File: src/hdl/cofr_pkg.sv
// shared constants and carriers for the codec offset, flag and filter registers
package cofr_pkg;

   // register addresses on the control port
   localparam logic [7:0] COFR_OFS_ADDR = 8'h0a;  // serial word offset
   localparam logic [7:0] COFR_FLAG_ADDR = 8'h0b; // overflow flags and pll pre-divider
   localparam logic [7:0] COFR_FILT_ADDR = 8'h0c; // digital filter control

   // reset values
   localparam logic [7:0] COFR_OFS_RST = 8'h00;
   localparam logic [3:0] COFR_FLAG_RST = 4'h0;
   localparam logic [3:0] COFR_DIV_RST = 4'h1;
   localparam logic [7:0] COFR_FILT_RST = 8'h00;
   localparam logic [7:0] COFR_UNMAPPED_DATA = 8'h00; // answer to an unmapped read

   // flag register layout: flags in the high nibble, divider in the low one
   localparam int COFR_FLAG_LADC_BIT = 7;
   localparam int COFR_FLAG_RADC_BIT = 6;
   localparam int COFR_FLAG_LDAC_BIT = 5;
   localparam int COFR_FLAG_RDAC_BIT = 4;
   localparam int COFR_FLAG_LSB = 4;
   localparam int COFR_FLAG_CNT = 4;
   localparam int COFR_DIV_MSB = 3;
   localparam int COFR_DIV_LSB = 0;
   localparam logic [3:0] COFR_DIV_WRAP_CODE = 4'h0; // code that means divide by 16
   localparam logic [4:0] COFR_DIV_WRAP_RATIO = 5'h10;

   // filter register layout
   localparam int COFR_HPF_L_MSB = 7;
   localparam int COFR_HPF_L_LSB = 6;
   localparam int COFR_HPF_R_MSB = 5;
   localparam int COFR_HPF_R_LSB = 4;
   localparam int COFR_EFX_L_BIT = 3;
   localparam int COFR_DEEM_L_BIT = 2;
   localparam int COFR_EFX_R_BIT = 1;
   localparam int COFR_DEEM_R_BIT = 0;

   // largest legal data offsets per transfer mode and framing
   localparam logic [7:0] COFR_MAX_CONT_STD = 8'h11; // 17
   localparam logic [7:0] COFR_MAX_CONT_DSP = 8'h10; // 16
   localparam logic [7:0] COFR_MAX_256_STD = 8'hf2;  // 242
   localparam logic [7:0] COFR_MAX_256_DSP = 8'hf1;  // 241

   // serial framing selection, driven from the interface control register
   typedef enum logic [1:0] {
      COFR_FMT_I2S = 2'h0,
      COFR_FMT_DSP = 2'h1,
      COFR_FMT_RIGHT_JUSTIFIED_FORMAT = 2'h2,
      COFR_FMT_LEFT_JUSTIFIED_FORMAT = 2'h3
   } cofr_fmt_t;

   // adc high-pass corner, as a fraction of the adc sample rate
   typedef enum logic [1:0] {
      COFR_HPF_OFF = 2'h0,
      COFR_HPF_0045 = 2'h1,
      COFR_HPF_0125 = 2'h2,
      COFR_HPF_025 = 2'h3
   } cofr_hpf_t;

   // one control-port access
   typedef struct packed {
      logic wr;
      logic rd;
      logic [7:0] addr;
      logic [7:0] wdata;
   } cofr_req_t;

   // settings for the filter datapaths
   typedef struct packed {
      cofr_hpf_t hpf_l;
      cofr_hpf_t hpf_r;
      logic efx_l;
      logic deem_l;
      logic efx_r;
      logic deem_r;
   } cofr_filt_t;

   // settings for the serial framing unit
   typedef struct packed {
      logic [7:0] offset;
      logic ref_rising;
      logic bclk256;
      logic offset_in_range;
   } cofr_frame_t;

endpackage

File: src/hdl/cofr_sticky_flags.sv
`timescale 1ns/1ps
// bank of sticky event flags, cleared together by a read strobe
module cofr_sticky_flags #(
   parameter int N = 4
) (
   input logic clk,
   input logic nrst,
   input logic [N-1:0] set_i,
   input logic clr_i,
   output logic [N-1:0] flags_q
);

   // refuse a bank with no flags
   generate
      if (N < 1)
      begin : g_bad_n
         $error("cofr_sticky_flags needs at least one flag");
      end
   endgenerate

   // next state of every flag, one cell per flag
   wire [N-1:0] flags_d;

   // a set in the clearing cycle wins so no event is lost
   genvar i;
   generate
      for (i = 0; i < N; i++)
      begin : g_cell
         assign flags_d[i] = set_i[i] | (flags_q[i] & ~clr_i);
      end
   endgenerate

   // one register for the whole bank keeps a single driver on the output
   always_ff @(posedge clk or negedge nrst)
   begin
      if (!nrst)
         flags_q <= '0;
      else
         flags_q <= flags_d;
   end
endmodule

File: src/hdl/cofr_regs.sv
`timescale 1ns/1ps
// Operation
// - eight-bit offset register, reset zero, both directions
// - dsp framing counts offset from rising word clock
// - four overflow flags bits 7..4, reset zero
// - overflow flag sets and stays set
// - reading flags returns them then clears
// - left adc high-pass select bits 7:6
// - right adc high-pass select bits 5:4
// - effects filter enables bits 3 and 1
// - de-emphasis enables bits 2 and 0
// - right de-emphasis bit touches only its stage
// - format field picks i2s, dsp, right, left
// - bit clock master plus 256 mode gives 256
module cofr_regs (
   input logic clk,
   input logic nrst,
   input cofr_pkg::cofr_req_t req,
   input cofr_pkg::cofr_fmt_t fmt,
   input logic bclk_is_output,
   input logic xfer256_sel,
   input logic ovf_ladc,
   input logic ovf_radc,
   input logic ovf_ldac,
   input logic ovf_rdac,
   output logic [7:0] rdata,
   output logic rvalid,
   output cofr_pkg::cofr_frame_t frame,
   output logic [3:0] pll_div_code,
   output logic [4:0] pll_div_ratio,
   output cofr_pkg::cofr_filt_t filt
);

   // largest legal offset for a mode and framing
   function automatic logic [7:0] offset_limit(input logic mode256, input cofr_pkg::cofr_fmt_t f);
      logic is_dsp;
      is_dsp = (f == cofr_pkg::COFR_FMT_DSP);
      if (mode256)
         return is_dsp ? cofr_pkg::COFR_MAX_256_DSP : cofr_pkg::COFR_MAX_256_STD;
      else
         return is_dsp ? cofr_pkg::COFR_MAX_CONT_DSP : cofr_pkg::COFR_MAX_CONT_STD;
   endfunction

   // pre-divider code to ratio; the all-zero code wraps to sixteen
   function automatic logic [4:0] div_ratio(input logic [3:0] code);
      if (code == cofr_pkg::COFR_DIV_WRAP_CODE)
         return cofr_pkg::COFR_DIV_WRAP_RATIO;
      else
         return {1'b0, code};
   endfunction

   // two-bit field to high-pass corner, shared by both adc channels
   function automatic cofr_pkg::cofr_hpf_t hpf_decode(input logic [1:0] code);
      return cofr_pkg::cofr_hpf_t'(code);
   endfunction

   // stored register state
   logic [7:0] offset_q; // word offset, in bit clocks
   logic [3:0] div_q; // pll pre-divider code
   logic [7:0] filt_q; // filter control byte
   logic [3:0] flags_q; // ladc, radc, ldac, rdac from msb down
   logic [7:0] rdata_q; // read answer, held until the next read
   logic rvalid_q; // one-cycle answer marker
   cofr_pkg::cofr_frame_t frame_q; // framing settings
   logic [4:0] ratio_q; // decoded divide ratio

   // address decode
   wire sel_ofs = (req.addr == cofr_pkg::COFR_OFS_ADDR);
   wire sel_flag = (req.addr == cofr_pkg::COFR_FLAG_ADDR);
   wire sel_filt = (req.addr == cofr_pkg::COFR_FILT_ADDR);
   wire wr_ofs = req.wr & sel_ofs;
   wire wr_flag = req.wr & sel_flag;
   wire wr_filt = req.wr & sel_filt;
   wire rd_flag = req.rd & sel_flag; // read of the flag byte clears its four flags; the divider nibble is kept

   // overflow events in flag order, from datapaths on this clock
   wire [3:0] ovf_set = {ovf_ladc, ovf_radc, ovf_ldac, ovf_rdac};

   // flag byte as software sees it; writes never reach the high nibble
   wire [7:0] flag_byte = {flags_q, div_q};

   // read mux; unmapped addresses answer zero
   wire [7:0] rd_word = sel_ofs ? offset_q :
                        sel_flag ? flag_byte :
                        sel_filt ? filt_q :
                        cofr_pkg::COFR_UNMAPPED_DATA;

   // framing decode from offset and interface settings
   wire mode256 = bclk_is_output & xfer256_sel;
   wire ref_rising = (fmt == cofr_pkg::COFR_FMT_DSP);
   wire [7:0] limit = offset_limit(mode256, fmt);
   cofr_pkg::cofr_frame_t frame_d;
   assign frame_d.offset = offset_q;
   assign frame_d.ref_rising = ref_rising;
   assign frame_d.bclk256 = mode256;
   assign frame_d.offset_in_range = (offset_q <= limit);

   // sticky overflow flags with clear on read
   cofr_sticky_flags #(
      .N(cofr_pkg::COFR_FLAG_CNT)
   ) u_flags (
      .clk(clk),
      .nrst(nrst),
      .set_i(ovf_set),
      .clr_i(rd_flag),
      .flags_q(flags_q)
   );

   // offset register
   always_ff @(posedge clk or negedge nrst)
   begin
      if (!nrst)
         offset_q <= cofr_pkg::COFR_OFS_RST;
      else if (wr_ofs)
         offset_q <= req.wdata;
   end

   // pre-divider; only the low nibble of a flag-register write lands
   always_ff @(posedge clk or negedge nrst)
   begin
      if (!nrst)
         div_q <= cofr_pkg::COFR_DIV_RST;
      else if (wr_flag)
         div_q <= req.wdata[cofr_pkg::COFR_DIV_MSB:cofr_pkg::COFR_DIV_LSB];
   end

   // filter control byte
   always_ff @(posedge clk or negedge nrst)
   begin
      if (!nrst)
         filt_q <= cofr_pkg::COFR_FILT_RST;
      else if (wr_filt)
         filt_q <= req.wdata;
   end

   // read answer; flags are captured on the same edge that clears them
   always_ff @(posedge clk or negedge nrst)
   begin
      if (!nrst)
      begin
         rdata_q <= 8'h00;
         rvalid_q <= 1'b0;
      end
      else
      begin
         rvalid_q <= req.rd;
         if (req.rd)
            rdata_q <= rd_word;
      end
   end

   // framing and divider outputs are registered so downstream sees clean levels
   always_ff @(posedge clk or negedge nrst)
   begin
      if (!nrst)
      begin
         frame_q <= '0;
         ratio_q <= {1'b0, cofr_pkg::COFR_DIV_RST}; // constant only, no logic in the reset path
      end
      else
      begin
         frame_q <= frame_d;
         ratio_q <= div_ratio(div_q);
      end
   end

   // outputs; every filter bit is wired to its own stage only
   assign rdata = rdata_q;
   assign rvalid = rvalid_q;
   assign frame = frame_q;
   assign pll_div_code = div_q;
   assign pll_div_ratio = ratio_q;
   assign filt.hpf_l = hpf_decode(filt_q[cofr_pkg::COFR_HPF_L_MSB:cofr_pkg::COFR_HPF_L_LSB]);
   assign filt.hpf_r = hpf_decode(filt_q[cofr_pkg::COFR_HPF_R_MSB:cofr_pkg::COFR_HPF_R_LSB]);
   assign filt.efx_l = filt_q[cofr_pkg::COFR_EFX_L_BIT];
   assign filt.deem_l = filt_q[cofr_pkg::COFR_DEEM_L_BIT];
   assign filt.efx_r = filt_q[cofr_pkg::COFR_EFX_R_BIT];
   assign filt.deem_r = filt_q[cofr_pkg::COFR_DEEM_R_BIT];
endmodule

File: config.mk
export PLATFORM = sky130hd
export DESIGN_NAME = cofr_regs
export DESIGN_NICKNAME = d
export VERILOG_FILES = /design/src/hdl/cofr_pkg.sv /design/src/hdl/cofr_sticky_flags.sv /design/src/hdl/cofr_regs.sv
export SDC_FILE = /design/constraint.sdc
export NUM_CORES = 1
export LEC_CHECK = 0
export ABC_CLOCK_PERIOD_IN_PS = 1630
export BUFFER_PORTS_ARGS = -buffer_cell sky130_fd_sc_hd__buf_2
export CORE_UTILIZATION = 27
export DETAILED_ROUTE_END_ITERATION = 8
export GPL_ROUTABILITY_DRIVEN = 0
export GPL_TIMING_DRIVEN = 1
export PLACE_DENSITY = 0.48
export SYNTH_ARGS = -nofsm -noshare
export SYNTH_HDL_FRONTEND = slang
export SYNTH_SLANG_ARGS = --single-unit
File: constraint.sdc
create_clock -name clk -period 1.63 [get_ports clk]
set_clock_uncertainty 0.2 [all_clocks]
set_input_delay 0.326 -clock clk [delete_from_list [all_inputs] [get_ports clk]]
set_output_delay 0.326 -clock clk [all_outputs]
set_load 0.03 [all_outputs]
[After elaboration in Yosys (flattened, before gate mapping)]
Cells that the tools add are included.
Cells by class
  order comparisons: 1
  equal/unequal tests: 4
  multiplexer cells: 7
  bitwise operators: 14
  reduce and logical (&&, ||, !) cells: 1
Operators with widths (count)
  $mux W8: 4
  $eq A8 B4 Y1 const B: 3
  $and A1 B1 Y1: 9
  $le A8 B8 Y1: 1
  $mux W5: 1
  $logic_not A4 Y1: 1
  $or A1 B1 Y1: 4
  $eq A2 B1 Y1 const B: 1
  $mux W2: 1
  $mux W1: 1
  $not A1 Y1: 1
Word-level totals
  register bits after elaboration: 49
  bits of input ports: 28
  output and inout bits: 37
  logic and storage cells: 38

[Longest topological paths before layout]
  word-level depth: 5
  mapped depth: 8
  depth with buffers taken out: 8

[Hierarchy]
Synthesis repeated with hierarchy kept, for this count alone.
Unflattened totals
  cell total of the unflattened synthesis: 168
  area, all modules: 2189.6 µm²
By module, submodules not included
  cofr_regs: times used 1, cells an instance 159, area each 2055.7 µm²
  cofr_sticky_flags: times used 1, cells an instance 9, area each 133.9 µm²

[Least setup slack after synthesis]
OpenSTA, ideal clock, no wires.
  path kind: input port to flip-flop
  start point: in req[14] in the netlist's numbering
  end point: reg rdata_q[6] (netlist: rdata[6])
  library setup time: 0.140 ns
  data arrival time: 1.243 ns
  data required time: 1.290 ns
  slack: 0.047 ns
  cell stages on the path: 4
  cell sequence: or4bb_1 -> buf_1 -> nor3_1 -> o32ai_1
Between the ends
  word-level cells in the longest chain between the ends: 4
RTL lines
  start: declaration: line cofr_regs.sv:18  | input cofr_pkg::cofr_req_t req,
  $eq A8 B4 Y1: line cofr_regs.sv:70  | wire sel_filt = (req.addr == cofr_pkg::COFR_FILT_ADDR);
  $mux W8: line cofr_regs.sv:85  | sel_filt ? filt_q :
  $mux W8: line cofr_regs.sv:84  | sel_flag ? flag_byte :
  $mux W8 *: line cofr_regs.sv:83  | wire [7:0] rd_word = sel_ofs ? offset_q :
  end signal: assignment: line cofr_regs.sv:148  | rdata_q <= rd_word;
  end: declaration: line cofr_regs.sv:62  | logic [7:0] rdata_q;
Every way passes the cells marked *; elsewhere a longest branch is shown, timed or not.
A chain may end at the register's enable or synchronous reset.

[Worst setup path in the final report]
  start point: reg div_q[0] (netlist: pll_div_code[0])
  end point: out pll_div_code[0]
RTL lines
  start: declaration: line cofr_regs.sv:59  | logic [3:0] div_q;
  start signal: assignment: line cofr_regs.sv:122  | div_q <= cofr_pkg::COFR_DIV_RST;
  start signal: assignment: line cofr_regs.sv:124  | div_q <= req.wdata[cofr_pkg::COFR_DIV_MSB:cofr_pkg::COFR_DIV_LSB];
  end: declaration: line cofr_regs.sv:29  | output logic [3:0] pll_div_code,
No word-level cell between the ends.

==> results.md <==
* DRT Pass-1 Iters at 4
* Source of the critical timing path: pll_div_code[0]
* CTS tree: yes
* Die span in x at 89.74 um
* Tcrit/Tclk final at 0.9625
* Total gr overflow at 0
* Detailed-route DRC error count at 0
* Crit Path Class: register to output port
* Mapped Avg Cell Area at 13.15 sq um
* Startpoint Class: register
* Crit-path slowest cell: dfstp_2
* Largest net degree at the start of global routing at 50
* Top-count cell post-synth: dfrtp_1
* Worst Tran Pin Value at 329.7 ps
* #FFs+latches synth at 49
* Critical path buffers and inverters at 1
* Ys Warns at 0
* Vias in the first global route at 1570
* Global Route Usage Sum at 0.1270
* Worst Path Arrival at 1040 ps
* Die height at 89.74 um
* Root buffer cell: clkbuf_8
* Status: complete, no violations
* Netlist cell types at 33
* Mapped cell area at 0.002078 sq mm
* Cts bufs inserted at 5
* Sequential cell area fraction in the yosys report at 0.5912
* Highest fanout seen on the critical path at 5
* Layout overhead on the synthesized area at 32.87%
* Max Root-Sink Buffers at 2
* Unrepaired setup endpoints after global routing: no
* Pwr per Cell Area at 855.1 mW/mm^2
* Top delay family on crit path: flip-flops
* Initial antenna violation count at 0
* Filler cells at 722
* Most frequent cells after synthesis: 47 x dfrtp_1, 20 x mux2_2, 12 x inv_1
* Clock slew at reported path FFs at 80 ps
* Endpoints failing setup at 0
* Hold Path Class: input pin to register
* Avg WL per Cell at 14.28 um
* IO Port Bufs at 64
* Leakage power at 1.395 nW
* Largest vdd supply drop at 0.3209 mV
* H-tree Lvls at 2
* Fmax achieved at 637.4 MHz
* Critical Path End Type: output port
* Worst Hold Depth at 2
* Clk_lat worst skew at 290 ps
* First-pass GRT wire length at 7.976 mm
* # clock sinks at 49
* Layout cells sized above 1 at 0.4835
* Fin nets at 275
* Largest stage delay on the critical path at 580 ps
* Number of vias per cell at 4.499
* Hold Startpoint: ovf_ldac
* # rows at 31
* R2R Setup Slk at 170 ps
* Routed wire length at 4.868 mm
* Syn nets at 192
* Total die area at 0.008052 sq mm
* EDFF count, synth at 0
* Post-Synthesis Cells at 158
* Most common flop cell mapped by yosys: dfrtp_1
* Core Util, Final at 0.3767
* Area leader, netlist: dfrtp_1
* Top cells by area, synth: dfrtp_1 57%, mux2_2 11%, o32ai_1 3.8%
* Yosys top cell area share at 0.5659
* Via count at 1534
* Remaining antenna violation count after routing at 0
* Fin Hold WS at 6.889 ps
* Worst Reg2Reg Path Length in Cells at 4
* Hold path endpoint: u_flags.flags_q[1]
* CP Data Required Time at 1100 ps
* Pins Over Slew Limit at 0
* Slew headroom at 0.7771
* Max-cap violations at 0
* Reg2reg end: frame[0]
* Placeable Area at 0.007331 sq mm
* Crit path cell chain: buf_4
* Fin. Hold Viols at 0
* I/O Pins at 65
* N_diodes at 0
* Initial DRC Count at 49
* Final min period at 1569 ps
* Reg2reg start: offset_q[6]
* Ys async rst share at 1.000
* DP HPWL at 3.627 mm
* Starting density of the core at 0.2835
cell type report:
class                      instances  area [sq um]  share of cell area
sequential                        49          1229              0.4449
inverter                          12         45.04             0.01631
tap                               99         123.9             0.04486
multi-input combinational         88         765.7              0.2773
timing repair buffer              85         508.0              0.1840
clock buffer                       8         90.09             0.03262
flip-flops by register name, summed over array words and instances, names as in the netlist:
signal and flops:
rvalid 1, u_flags.flags_q 4, rdata 8, pll_div_ratio 5
filt 8, frame 11, pll_div_code 4, offset_q 8
cells in the final DEF, fill, tap and decap left out, drive strengths merged, types with 4 or more instances in the layout:
cell / instances
dfrtp: 47
a22oi: 8
a21o: 4
mux2: 20
clkbuf: 8
nor3: 10
o32ai: 9
inv: 12
nand2b: 9
buf: 84
ha: 6
where the power goes:
part           leakage (nW)  internal [W]  switching [W]
combinational         0.712      0.000138       0.000203
sequential            0.638       0.00126      0.0000307
clock                0.0455      0.000347       0.000378
total                  1.40       0.00175       0.000612
repair_timing:
action	CTS	global route
endpoints found under the hold margin	47	0
endpoints found under the setup margin	1	0
resized for setup	1	0
hold buffers	1	0
buffers inserted	0	0
how the worst max path moves through the flow:
stage	to	slack, ps	depth (start not counted)
after global routing	pll_div_code[2]	10	4
after detailed placement	pll_div_code[1]	-210	4
after CTS	pll_div_code[0]	30	1
after floorplan	rdata[6]	50	4
final	pll_div_code[0]	60	1
after global placement	rdata[4]	-200	4
per-layer routing:
layer | track usage | wire length, um | up-vias
met5 | 0 | 0 | -
met2 | 0.2032 | 2317 | 48
met1 | 0.1707 | 2249 | 747
li1 | - | - | 733
met4 | 0.04508 | 68 | 0
met3 | 0.02538 | 232 | 6
stage by stage:
step	setup slack [ps]	power, W	instances	instance area [sq um]	setup TNS (ps)
floorplan	46.52	0.001492	158	2078	0
global placement	-195.1	0.001661	332	2659	-4466
detailed placement	-206.6	0.001665	332	2659	-4952
CTS	33.83	0.002394	341	2761	0
global route	14.56	0.002466	341	2761	0
finish	61.16	0.002361	341	2761	0
logic make-up after synthesis:
kind of cell | Yosys count | share of synthesized area
AOI/OAI and AO/OA | 23 | 0.08610
muxes | 20 | 0.1084
buffers and inverters | 21 | 0.04033
adders and majority gates | 6 | 0.03612
DFF | 49 | 0.5912
and+or+nand+nor | 39 | 0.1379
Note: power is estimated with default switching activity, not from simulation.
